$ cat src/design/acs_consts.vh
// Constants for the calibration sequencer: select codes, step codes and durations
`ifndef ACS_CONSTS_VH
`define ACS_CONSTS_VH

// Calibration select field (bit 2 = system, bits 1:0 = type)
`define ACS_SEL_W          3
`define ACS_SEL_SYS_BIT    2
`define ACS_TYPE_FULL      2'h0
`define ACS_TYPE_GAIN_OFS  2'h1
`define ACS_TYPE_OFFSET    2'h2
`define ACS_TYPE_GAIN      2'h3

// Trim step codes reported on trim_step
`define ACS_STEP_NONE      3'h0
`define ACS_STEP_DAC       3'h1
`define ACS_STEP_GAIN      3'h2
`define ACS_STEP_OFFSET    3'h3
`define ACS_STEP_POWERUP   3'h4

// Durations in nanoseconds at the reference master clock
`define ACS_T_FULL_NS      41700000
`define ACS_T_GO_NS        9260000
`define ACS_T_SINGLE_NS    4630000
`define ACS_T_PWRUP_NS     5000
`define ACS_CLK_NS         20

// Cycle counts derived from the times (rounded down, power-up rounded up, longest times)
`define ACS_CYC_FULL       (`ACS_T_FULL_NS / `ACS_CLK_NS)
`define ACS_CYC_GO         (`ACS_T_GO_NS / `ACS_CLK_NS)
`define ACS_CYC_SINGLE     (`ACS_T_SINGLE_NS / `ACS_CLK_NS)
`define ACS_CYC_PWRUP      ((`ACS_T_PWRUP_NS + `ACS_CLK_NS - 1) / `ACS_CLK_NS)

// Trim range limits in parts per thousand of the reference
`define ACS_OFS_LIMIT_PPT  50
`define ACS_GAIN_LIMIT_PPT 25

`endif

$ cat src/design/acs_calib_seq.v
// Calibration sequencer of a serial successive-approximation converter
`default_nettype none
`include "acs_consts.vh"

module acs_calib_seq #(
  parameter CYC_FULL   = `ACS_CYC_FULL,
  parameter CYC_GO     = `ACS_CYC_GO,
  parameter CYC_SINGLE = `ACS_CYC_SINGLE,
  parameter CYC_PWRUP  = `ACS_CYC_PWRUP,
  parameter TW         = 24,
  parameter EW         = 8
) (
  input  wire                  clk,
  input  wire                  rst,
  input  wire                  calibrate_n,
  input  wire                  convert_start_n,
  input  wire                  soft_calibrate_start_bit,
  input  wire                  ctrl_write_done,
  input  wire [`ACS_SEL_W-1:0] cal_select,
  input  wire                  bipolar,
  input  wire                  powered_down,
  input  wire signed [EW-1:0]  measured_error,
  input  wire [EW-1:0]         ofs_limit,
  input  wire [EW-1:0]         gain_limit,
  output wire                  busy,
  output reg  [2:0]            trim_step,
  output reg                   trim_midscale,
  output reg                   internal_reset,
  output reg                   ofs_trim_we,
  output reg                   gain_trim_we,
  output reg                   dac_trim_we,
  output reg  signed [EW-1:0]  trim_value,
  output reg                   wait_convert
);

  // One-hot sequencer states
  localparam S_IDLE  = 6'b000001;
  localparam S_RESET = 6'b000010;
  localparam S_DAC   = 6'b000100;
  localparam S_GAIN  = 6'b001000;
  localparam S_OFS   = 6'b010000;
  localparam S_WAIT  = 6'b100000;

  // Step lengths; a full run spends its whole time over DAC, gain and offset,
  // so the DAC step leaves room for the two single steps that follow it
  localparam integer LEN_DAC_I = CYC_FULL - 2 * CYC_SINGLE;
  localparam integer LEN_GO_I  = CYC_GO - CYC_SINGLE;
  localparam integer LEN_ONE_I = CYC_SINGLE;

  reg [5:0]            state;
  reg [5:0]            next_state;
  reg [`ACS_SEL_W-1:0] sel;
  reg                  cal_n_q;
  reg                  conv_n_q;
  reg                  pwr_up_pending;
  reg                  pwr_up_done;
  reg [TW-1:0]         pwr_count;
  reg                  load;
  reg [TW-1:0]         length;
  wire                 step_run;
  wire                 step_done;

  wire cal_rise  = calibrate_n & ~cal_n_q;
  wire cal_fall  = ~calibrate_n & cal_n_q;
  wire conv_rise = convert_start_n & ~conv_n_q;
  wire sw_start  = ctrl_write_done & soft_calibrate_start_bit;
  wire start     = cal_rise | sw_start;
  wire is_sys    = sel[`ACS_SEL_SYS_BIT];
  wire [1:0] typ = sel[1:0];

  // Clamp an error to the symmetric trim range
  function signed [EW-1:0] clamp;
    input signed [EW-1:0] err;
    input        [EW-1:0] lim;
    reg   signed [EW-1:0] slim;
    begin
      slim = $signed(lim);
      if (err > slim)
        clamp = slim;
      else if (err < -slim)
        clamp = -slim;
      else
        clamp = err;
    end
  endfunction

  // Step length from type and phase; gain+offset phases share one length
  function [TW-1:0] step_len;
    input [1:0] t;
    input       dac;
    begin
      if (dac)
        step_len = LEN_DAC_I[TW-1:0];
      else if (t == `ACS_TYPE_GAIN_OFS)
        step_len = LEN_GO_I[TW-1:0];
      else
        step_len = LEN_ONE_I[TW-1:0];
    end
  endfunction

  // Pin edge detectors
  always @(posedge clk or posedge rst) begin
    if (rst) begin
      cal_n_q  <= 1'b1;
      conv_n_q <= 1'b1;
    end else begin
      cal_n_q  <= calibrate_n;
      conv_n_q <= convert_start_n;
    end
  end

  // Power-up recovery timer, started at the pin's falling edge when powered down
  always @(posedge clk or posedge rst) begin
    if (rst) begin
      pwr_count      <= {TW{1'b0}};
      pwr_up_pending <= 1'b0;
      pwr_up_done    <= 1'b1;
    end else if (cal_fall) begin
      pwr_up_pending <= powered_down;
      pwr_up_done    <= ~powered_down;
      pwr_count      <= CYC_PWRUP[TW-1:0];
    end else if (pwr_up_pending) begin
      if (pwr_count <= {{(TW-1){1'b0}}, 1'b1}) begin
        pwr_up_pending <= 1'b0;
        pwr_up_done    <= 1'b1;
      end else begin
        pwr_count <= pwr_count - {{(TW-1){1'b0}}, 1'b1};
      end
    end
  end

  // Internal reset follows the low calibrate pin
  always @(posedge clk or posedge rst) begin
    if (rst)
      internal_reset <= 1'b0;
    else
      internal_reset <= ~calibrate_n;
  end

  acs_step_timer #(.W(TW)) u_timer (
    .clk     (clk),
    .rst     (rst),
    .load    (load),
    .length  (length),
    .running (step_run),
    .done    (step_done)
  );

  // Next state and timer load
  always @* begin
    next_state = state;
    load       = 1'b0;
    length     = {TW{1'b0}};
    case (state)
      S_IDLE, S_RESET, S_WAIT: begin
        if (!calibrate_n) begin
          next_state = S_RESET;
        end else if (state == S_WAIT && conv_rise) begin
          next_state = S_OFS;
          load       = 1'b1;
          length     = step_len(`ACS_TYPE_OFFSET, 1'b0);
        end else if (start) begin
          load = 1'b1;
          case (cal_select[1:0])
            `ACS_TYPE_FULL: begin
              next_state = S_DAC;
              length     = step_len(`ACS_TYPE_FULL, 1'b1);
            end
            `ACS_TYPE_GAIN_OFS: begin
              next_state = S_GAIN;
              length     = step_len(`ACS_TYPE_GAIN_OFS, 1'b0);
            end
            `ACS_TYPE_OFFSET: begin
              next_state = S_OFS;
              length     = step_len(`ACS_TYPE_OFFSET, 1'b0);
            end
            default: begin
              next_state = S_GAIN;
              length     = step_len(`ACS_TYPE_GAIN, 1'b0);
            end
          endcase
        end else if (state == S_RESET) begin
          next_state = S_IDLE;
        end
      end
      S_DAC: begin
        if (step_done) begin
          next_state = S_GAIN;
          load       = 1'b1;
          length     = step_len(`ACS_TYPE_GAIN, 1'b0);
        end
      end
      S_GAIN: begin
        if (step_done) begin
          if (typ == `ACS_TYPE_GAIN) begin
            next_state = S_IDLE;
          end else if (is_sys) begin
            next_state = S_WAIT;
          end else begin
            next_state = S_OFS;
            load       = 1'b1;
            length     = (typ == `ACS_TYPE_GAIN_OFS) ? step_len(`ACS_TYPE_GAIN_OFS, 1'b0)
                                                     : step_len(`ACS_TYPE_OFFSET, 1'b0);
          end
        end
      end
      S_OFS: begin
        if (step_done)
          next_state = S_IDLE;
      end
      default: next_state = S_IDLE;
    endcase
  end

  // State and latched selection; a start samples the field
  always @(posedge clk or posedge rst) begin
    if (rst) begin
      state <= S_IDLE;
      sel   <= {`ACS_SEL_W{1'b0}};
    end else begin
      state <= next_state;
      // A new start from the wait gap must also take the field
      if (load && !busy && !(state == S_WAIT && conv_rise))
        sel <= cal_select;
    end
  end

  // Busy in the DAC, gain and offset states; low in wait gap
  assign busy = (state == S_DAC) | (state == S_GAIN) | (state == S_OFS);

  // Step code and wait flag every cycle; trim writes and values at each step end
  always @(posedge clk or posedge rst) begin
    if (rst) begin
      trim_step     <= `ACS_STEP_NONE;
      trim_midscale <= 1'b0;
      ofs_trim_we   <= 1'b0;
      gain_trim_we  <= 1'b0;
      dac_trim_we   <= 1'b0;
      trim_value    <= {EW{1'b0}};
      wait_convert  <= 1'b0;
    end else begin
      ofs_trim_we  <= 1'b0;
      gain_trim_we <= 1'b0;
      dac_trim_we  <= 1'b0;
      wait_convert <= (next_state == S_WAIT);
      case (next_state)
        S_DAC:   trim_step <= `ACS_STEP_DAC;
        S_GAIN:  trim_step <= `ACS_STEP_GAIN;
        S_OFS:   trim_step <= `ACS_STEP_OFFSET;
        default: trim_step <= (pwr_up_done ? `ACS_STEP_NONE : `ACS_STEP_POWERUP);
      endcase
      if (step_done) begin
        case (state)
          S_DAC: begin
            dac_trim_we <= 1'b1;
            trim_value  <= measured_error;
          end
          S_GAIN: begin
            gain_trim_we <= 1'b1; // positive full scale
            trim_value   <= is_sys ? clamp(measured_error, gain_limit) : measured_error;
          end
          S_OFS: begin
            ofs_trim_we   <= 1'b1;
            trim_midscale <= bipolar;
            trim_value    <= is_sys ? clamp(measured_error, ofs_limit) : measured_error;
          end
          default: trim_value <= trim_value;
        endcase
      end
    end
  end

endmodule // acs_calib_seq
`default_nettype wire

$ cat src/design/acs_step_timer.v
// Down counter timing one calibration step
`default_nettype none

module acs_step_timer #(
  parameter W = 24
) (
  input  wire         clk,
  input  wire         rst,
  input  wire         load,
  input  wire [W-1:0] length,
  output reg          running,
  output reg          done
);

  reg [W-1:0] count;

  // Load wins over an ongoing count so a restart is clean
  always @(posedge clk or posedge rst) begin
    if (rst) begin
      count   <= {W{1'b0}};
      running <= 1'b0;
      done    <= 1'b0;
    end else begin
      done <= 1'b0;
      if (load) begin
        count   <= length;
        running <= 1'b1;
      end else if (running) begin
        if (count <= {{(W-1){1'b0}}, 1'b1}) begin
          running <= 1'b0;
          done    <= 1'b1;
        end else begin
          count <= count - {{(W-1){1'b0}}, 1'b1};
        end
      end
    end
  end

endmodule // acs_step_timer
`default_nettype wire

$ cat config.mk
export PLATFORM = sky130hd
export DESIGN_NAME = acs_calib_seq
export DESIGN_NICKNAME = d
export VERILOG_FILES = /design/src/design/acs_calib_seq.v /design/src/design/acs_step_timer.v
export VERILOG_INCLUDE_DIRS = /design/src /design/src/design
export SDC_FILE = /design/constraint.sdc
export NUM_CORES = 1
export LEC_CHECK = 0
export BUFFER_PORTS_ARGS = -buffer_cell sky130_fd_sc_hd__buf_4
export CORE_ASPECT_RATIO = 1.2
export CORE_MARGIN = 2
export CORE_UTILIZATION = 55
export DETAILED_ROUTE_END_ITERATION = 6
export PLACE_DENSITY = 0.74
export SLEW_MARGIN = 20
export SYNTH_ARGS = -nofsm -noshare
export SYNTH_HDL_FRONTEND = slang
export SYNTH_SLANG_ARGS = --single-unit
$ cat constraint.sdc
create_clock -name clk -period 3 [get_ports clk]
set_clock_uncertainty 0.05 [all_clocks]
set_input_delay 0.45 -clock clk [delete_from_list [all_inputs] [get_ports clk]]
set_output_delay 0.45 -clock clk [all_outputs]
set_load 0.01 [all_outputs]
# Yosys cells after proc, flatten, opt, wreduce, memory -nomap -nowiden
# Index checks and enable logic that the tools add are counted.
dict set report op_classes {
  add_sub_neg 4
  magnitude_cmp 6
  n_eq_ne 14
  muxes 61
  bitwise_logic 11
  n_reduce_logical 16
}
# cell count
set ops {}
lappend ops {{$mux 24} 6}
lappend ops {{$mux 21} 4}
lappend ops {{$mux 18} 4}
lappend ops {{$pmux 21 s3} 1}
lappend ops {{$mux 6} 9}
lappend ops {{$le 24x1->1 const B} 2}
lappend ops {{$mux 8} 6}
lappend ops {{$sub 24x1->24 const B} 2}
lappend ops {{$mux 1} 25}
lappend ops {{$pmux 6 s4} 1}
lappend ops {{$pmux 8 s3} 1}
lappend ops {{$gt 8x8->1} 2}
lappend ops {{$lt 8x8->1} 2}
lappend ops {{$neg 8->8} 2}
lappend ops {{$eq 6x3->1 const B} 2}
lappend ops {{$eq 6x4->1 const B} 2}
lappend ops {{$eq 6x5->1 const B} 2}
lappend ops {{$eq 6x6->1 const B} 2}
lappend ops {{$pmux 5 s2} 1}
lappend ops {{$reduce_and 2->1} 5}
lappend ops {{$pmux 3 s3} 1}
lappend ops {{$eq 6x1->1 const B} 1}
lappend ops {{$eq 6x2->1 const B} 1}
lappend ops {{$reduce_bool 2->1} 3}
lappend ops {{other kinds (12)} 25}
dict set report totals {
  register_bits 80
  wordCells 130
}

# Depth between registers and ports, before layout
# Gate-level depths: netlist (run 1).
dict set report depth {
  ltp_word 9
  mapped_depth 13
}

# Modules after synthesis
# Synthesis (run 1) repeated with hierarchy kept, for this count alone.
dict set report hier_totals {
  hier_cells 668
  area_unflattened_um2 5806.8
}
# module n_inst cells_each area_each_um2 seq_area_each_um2
set by_module_without_submodules {}
lappend by_module_without_submodules {acs_calib_seq 1 450 3935.0 1356.3}
lappend by_module_without_submodules {acs_step_timer 1 218 1871.8 650.6}

# Least setup slack after synthesis (run 1)
# No wires, ideal clock.
dict set report synth_timing {
  path_kind {input port to flip-flop}
  from {input gain_limit[2]}
  to {register trim_value[3]}
  setup_time_ps 87
  arrival_time_ps 2895
  slack_ps -32
  stages 12
  path_cell_list {nor3_1 > and3_1 > nand3_1 > xnor2_1 > ha_1 > nor2b_1 > a31oi_1 > or2_1 > clkbuf_1 > or4_1 > a31o_2 > o211ai_1}
}
dict set report synth_between {
  elab_chain_len 6
  elab_cells_between_ends 7
}
# element line
set synth_lines {}
lappend synth_lines {{start, declared} acs_calib_seq.v:24} ;# input wire [EW-1:0] gain_limit,
lappend synth_lines {{$neg 8->8} {acs_calib_seq.v:80, acs_calib_seq.v:81}}
lappend synth_lines {{$lt 8x8->1} acs_calib_seq.v:80} ;# else if (err < -slim)
lappend synth_lines {{$mux 8} acs_calib_seq.v:80}
lappend synth_lines {{$mux 8 *} acs_calib_seq.v:78} ;# if (err > slim)
lappend synth_lines {{$mux 8 *} acs_calib_seq.v:260} ;# trim_value <= is_sys ? clamp(measured_error, gain_limit) : measured_error;
lappend synth_lines {{$pmux 8 s3 *} acs_calib_seq.v:253} ;# case (state)
lappend synth_lines {{end signal, assigned} acs_calib_seq.v:256} ;# trim_value <= measured_error;
lappend synth_lines {{end signal, assigned} acs_calib_seq.v:260}
lappend synth_lines {{end signal, assigned} acs_calib_seq.v:265} ;# trim_value <= is_sys ? clamp(measured_error, ofs_limit) : measured_error;
lappend synth_lines {{end, declared} acs_calib_seq.v:32} ;# output reg signed [EW-1:0] trim_value,
# Every way passes the cells marked *; elsewhere a longest branch is shown, timed or not.
# A chain may end at the register's enable or synchronous reset.

# Worst setup path after layout (run 1)
dict set report layout_timing {
  from {input gain_limit[2]}
  to {register trim_value[6]}
}
# The elaborated chain is that of the path after synthesis.

==> results of run 1 <==
## report_power, final
part | internal [mW] | switching, mW
Sequential | 1.29 | 0.234
Combinational | 0.493 | 0.634
Clock | 0.695 | 0.443
Total | 2.48 | 1.31
## layer usage
metal,routed length [um],part of all wire,global-route usage
met1,6080,0.44,0.373
met2,6770,0.49,0.435
met3,600,0.044,0.0332
met4,280,0.020,0.0966
met5,0,0,0
## flip-flops by register name, summed over array words and instances (netlist names), 3 cells and up
name and cells:
sel 3, trim_step 3, trim_value 8, pwr_count 24
u_timer.count 24, state 6
## worst reg2reg max path, delay by kind of cell (launching register included)
| family | cells | cell delay, ns |
|---|---|---|
| flip-flops | 1 | 0.47 |
| AND/OR/NAND/NOR | 3 | 1.13 |
| multiplexers | 1 | 0.37 |
| AO/OA/AOI/OAI | 2 | 0.62 |
## cell usage in the layout, fill, tap and decap left out, drive strengths merged, types with 6 or more instances in the layout
cell type,instances
buf,87
dfrtp,76
nor2,70
nand2,49
inv,40
a21oi,39
ha,36
nand3,25
xnor2,25
xor2,19
nor3,19
o21ai,16
nor4,16
o211ai,13
nand4,11
clkbuf,11
or3,10
a31oi,9
a22oi,8
nor2b,8
a21o,8
and3,8
or4,8
o22a,7
or2,6
## kinds of logic (layout without fill, tap and decap cells)
| family | after synthesis | after routing | share of synthesized area |
|---|---|---|---|
| buffers and inverters | 55 | 142 | 0.0389 |
| adder cells (fa/ha/maj) | 36 | 36 | 0.0844 |
| flip-flops | 80 | 80 | 0.376 |
| AND/OR/NAND/NOR | 249 | 249 | 0.237 |
| XOR/XNOR | 44 | 44 | 0.0722 |
| multiplexers | 5 | 5 | 0.0103 |
| AO/OA/AOI/OAI | 138 | 138 | 0.181 |
## path summary, 6_finish.rpt
path	startpoint	end	slack [ns]	cells past startpoint
worst max-delay path	gain_limit[2]	trim_value[6]	0.21	12
worst min-delay path	rst	u_timer.count[9]	0.11	2
worst max register to register	state[4]	sel[2]	0.25	6
worst min register to register	trim_midscale	trim_midscale	0.47	1
max in group asynchronous	rst	state[0]	2.01	3
min in group clk	convert_start_n	conv_n_q	0.18	1
## final cells by class
cell class | instances | area, um^2 | area share
Inverter | 39 | 148 | 0.0230
Clock buffer | 11 | 253 | 0.0394
Multi-Input combinational cell | 472 | 3130 | 0.489
Sequential cell | 80 | 2010 | 0.313
Clock inverter | 5 | 62.6 | 0.00976
Timing Repair Buffer | 87 | 653 | 0.102
Tap cell | 123 | 154 | 0.0240
==> flow_summary.json, run 1 <==
{
  "outcome": "completed",
  "path_clk_slew_ns": 0.06,
  "numCtsBuffers": 9,
  "dp_hpwl_um": 10400,
  "dieArea_um2": 10500,
  "ys_seq_area_frac": 0.376,
  "dp_slack_ns": -0.0889,
  "postLayoutCoreUtil": 0.677,
  "port_buffers": 52,
  "grt_pass1_vias": 4735,
  "antennaDiodeCount": 0,
  "rows": 39,
  "syn_nets": 678,
  "ctsRootBufferMaster": "clkbuf_16",
  "ctsResizeCount": 0,
  "rsz0062_at_grt": "no",
  "ctsHoldBuffers": 0,
  "grt_overflow": 0,
  "drt_iter0_drc": 352,
  "slowest_stage": "a221o_1",
  "place_inst": 801,
  "hp-class": "in2async",
  "tightest_slew_ns": 0.720,
  "ys_top_cells_by_area": "dfrtp_1, ha_1, nor2_1, xnor2_1, a21oi_1",
  "core-area_um2": 9470,
  "critical_path_class": "in2reg",
  "post_drt_via_cell_ratio": 5.99,
  "peakVddDrop_mv": 0.540,
  "ys_seq_elements": 80,
  "maxCapViolations": 0,
  "ios": 53,
  "arrival_ns": 2.95,
  "total_leakage_power_nw": 2.97,
  "clk_latency_ns": 0.34,
  "yosysWarnings": 0,
  "cp-start-kind": "input pin",
  "ys_types": 60,
  "syn_area_um2": 5340,
  "period_share": 0.929,
  "grt_max_degree": 36,
  "setup_violations": 0,
  "critPathRequiredTime_ns": 3.17,
  "area_delta_synth_final_pct": 20.1,
  "chipWidth_um": 93.9,
  "layout_setup_ws_ns": 0.214,
  "synth_top_area_share": 0.356,
  "ant_nets": 0,
  "dominantRegCellSynth": "dfrtp_1",
  "fill_cells": 781,
  "layout-drive-gt1-share": 0.189,
  "path_cells": "buf_4 -> nor3_2 -> and3_1 -> nand3_1 -> xnor2_1 -> ha_1 -> nor2b_1 -> a31oi_1 -> buf_4 -> o211ai_1 -> o211ai_1 -> a221o_1",
  "slew_viol_final": 0,
  "wire_per_inst_um": 16.8,
  "crit_family": "compound AO/OA/AOI/OAI gates",
  "synth_edf_count": 0,
  "cts_setup_buffers": 0,
  "track_usage": 0.270,
  "final_cells": 817,
  "fin_nets": 760,
  "setup_tns_ns": 0,
  "gp_congestion": 0.898,
  "synth_top_area_cell": "dfrtp_1",
  "cts_tree": "yes",
  "via_count": 4895,
  "async_reset_ff_frac": 1.00,
  "fin_area_um2": 6410,
  "avgSynthCellArea_um2": 8.79,
  "post-route-min-period_ns": 2.79,
  "start_util": 0.564,
  "clock_path_buffers": 2,
  "drtPass1Iterations": 5,
  "total_power_mw": 3.79,
  "post-route-drc-count": 0,
  "antenna_found_initial": 0,
  "routed_wl_um": 13700,
  "grt_pass1_wl_um": 22700,
  "max-slew-margin-rel": 0.516,
  "finalHoldViolations": 0,
  "netlist_instances": 607,
  "critical_path_buf_inv_count": 2,
  "cpPeakStageDelay_ns": 0.42,
  "die_y_um": 112,
  "yosysMostFrequentCell": "dfrtp_1",
  "endpoint_kind": "register",
  "postPlaceCellArea_um2": 6090,
  "clock-sinks": 80,
  "fmax_ghz": 0.359,
  "htreeDepth": 3,
  "crit_fanout": 7,
  "synth_common_cells": "dfrtp_1, nor2_1, nand2_1, a21oi_1, inv_1",
  "whs_ns": 0.110,
  "power_density_nw_per_um2": 591
}
No activity file was read; power rests on OpenSTA's default activity.
==> run 2: changes to the inputs <==
--- a/config.mk
+++ b/config.mk
@@ -8,10 +8,11 @@
 export LEC_CHECK = 0
 export BUFFER_PORTS_ARGS = -buffer_cell sky130_fd_sc_hd__buf_4
 export CORE_ASPECT_RATIO = 1.2
-export CORE_MARGIN = 2
 export CORE_UTILIZATION = 55
 export DETAILED_ROUTE_END_ITERATION = 6
+export HOLD_SLACK_MARGIN = 0.02
 export PLACE_DENSITY = 0.74
+export SKIP_LAST_GASP = 1
 export SLEW_MARGIN = 20
 export SYNTH_ARGS = -nofsm -noshare
 export SYNTH_HDL_FRONTEND = slang
==> run 2 against run 1 <==
  * Setup slack got worse by 0.032 ns
  * Final cell count shrank 0.24%
  * Core utilization down 0.50 points
  * Sequential share of layout area increased by 0.23 points
==> flow_summary.json, run 2 (same netlist as run 1, synthesis figures left out) <==
{
  "period_share": 0.939,
  "via_count": 4897,
  "power_density_nw_per_um2": 570,
  "layout-drive-gt1-share": 0.185,
  "grt_pass1_wl_um": 22900,
  "rsz0062_at_grt": "no",
  "slew_viol_final": 0,
  "peakVddDrop_mv": 0.507,
  "outcome": "completed",
  "endpoint_kind": "register",
  "arrival_ns": 3.02,
  "start_util": 0.564,
  "htreeDepth": 3,
  "numCtsBuffers": 9,
  "crit_top_cell": "o211ai_1",
  "post_drt_via_cell_ratio": 6.01,
  "core-area_um2": 9470,
  "antennaDiodeCount": 0,
  "postPlaceCellArea_um2": 6090,
  "critical_path_class": "in2reg",
  "slowest_stage": "o211ai_1",
  "tightest_slew_ns": 0.711,
  "cp-start-kind": "input pin",
  "critical_path_buf_inv_count": 3,
  "fmax_ghz": 0.355,
  "drtPass1Iterations": 5,
  "post-route-min-period_ns": 2.82,
  "ctsHoldBuffers": 0,
  "crit_fanout": 7,
  "crit_family": "compound AO/OA/AOI/OAI gates",
  "wire_per_inst_um": 16.6,
  "clk_latency_ns": 0.33,
  "post-route-drc-count": 0,
  "antenna_found_initial": 0,
  "area_delta_synth_final_pct": 19.2,
  "clock_path_buffers": 2,
  "cts_setup_buffers": 0,
  "fin_nets": 759,
  "layout_common_cells": "buf_4, dfrtp_1, nor2_1",
  "clock-sinks": 80,
  "cp.depth": 14,
  "chipWidth_um": 91.9,
  "critPathRequiredTime_ns": 3.20,
  "port_buffers": 52,
  "grt_overflow": 0,
  "setup_violations": 0,
  "cts_tree": "yes",
  "dieArea_um2": 10100,
  "routed_wl_um": 13500,
  "whs_ns": 0.162,
  "ctsRootBufferMaster": "clkbuf_16",
  "dp_hpwl_um": 10200,
  "rows": 39,
  "grt_pass1_vias": 4790,
  "reg2reg_depth": 7,
  "fin_area_um2": 6360,
  "finalHoldViolations": 0,
  "maxCapViolations": 0,
  "ant_nets": 0,
  "path_clk_slew_ns": 0.06,
  "drt_iter0_drc": 231,
  "hp-class": "in2async",
  "ios": 53,
  "gp_congestion": 0.883,
  "top_regs": "pwr_count (24), u_timer.count (24), trim_value (8)",
  "path_cells": "buf_4 -> inv_1 -> ha_1 -> and3_1 -> nand3_1 -> xnor2_1 -> ha_1 -> nand4b_1 -> a21oi_1 -> buf_4 -> o211ai_1 -> o211ai_1 -> a22oi_1 -> o211ai_1",
  "max-slew-margin-rel": 0.525,
  "ctsResizeCount": 0,
  "track_usage": 0.289,
  "cpPeakStageDelay_ns": 0.51,
  "total_leakage_power_nw": 2.95,
  "final_common_cell": "buf_4",
  "die_y_um": 110,
  "grt_max_degree": 41
}
==> run 2: worst paths after layout <==
kind	from	endpoint	slack, ns
min	rst	u_timer.count[9]	0.16
min reg2reg	trim_midscale	trim_midscale	0.47
max in group asynchronous	rst	pwr_up_done	2.03
max reg2reg	pwr_count[20]	pwr_count[16]	0.27
max	gain_limit[0]	trim_value[2]	0.18
min in group clk	convert_start_n	conv_n_q	0.18
==> run 2: final cells by class <==
class,count,area (um^2)
Timing Repair Buffer,86,658
Tap cell,123,154
Fill cell,797,3100
Multi-Input combinational cell,472,3130
Clock inverter,5,33.8
Inverter,39,148
Clock buffer,10,229
Sequential cell,80,2010
==> run 2: power by group <==
group	switching [mW]	internal (mW)
Sequential	0.225	1.29
Combinational	0.624	0.494
Clock	0.436	0.556
Total	1.29	2.34
==> run 2: worst register-to-register path, delay by kind of cell (launching register included) <==
kind / cells / cell delay, ns
AND/OR/NAND/NOR: 6 / 1.97
flip-flops: 1 / 0.42
XOR/XNOR: 1 / 0.17
==> run 2: metrics by stage <==
step	TNS [ns]	setup slack, ns	cells	utilization	power, mW
finish	0	0.182	815	0.672	3.62
global placement	0	0.00313	800	0.644	2.59
floorplan	0	0.0670	607	-	2.25
CTS	0	0.190	815	0.671	3.63
detailed placement	-0.412	-0.0986	800	0.644	2.63
global route	0	0.00519	815	0.672	3.87
==> run 2: routing by layer <==
layer / up-vias / GRT usage / routed length [um]
met5: - / 0 / 0
met4: 0 / 0.0915 / 214
met3: 20 / 0.0491 / 582
met2: 108 / 0.490 / 6620
met1: 2381 / 0.379 / 6130
li1: 2388 / - / -
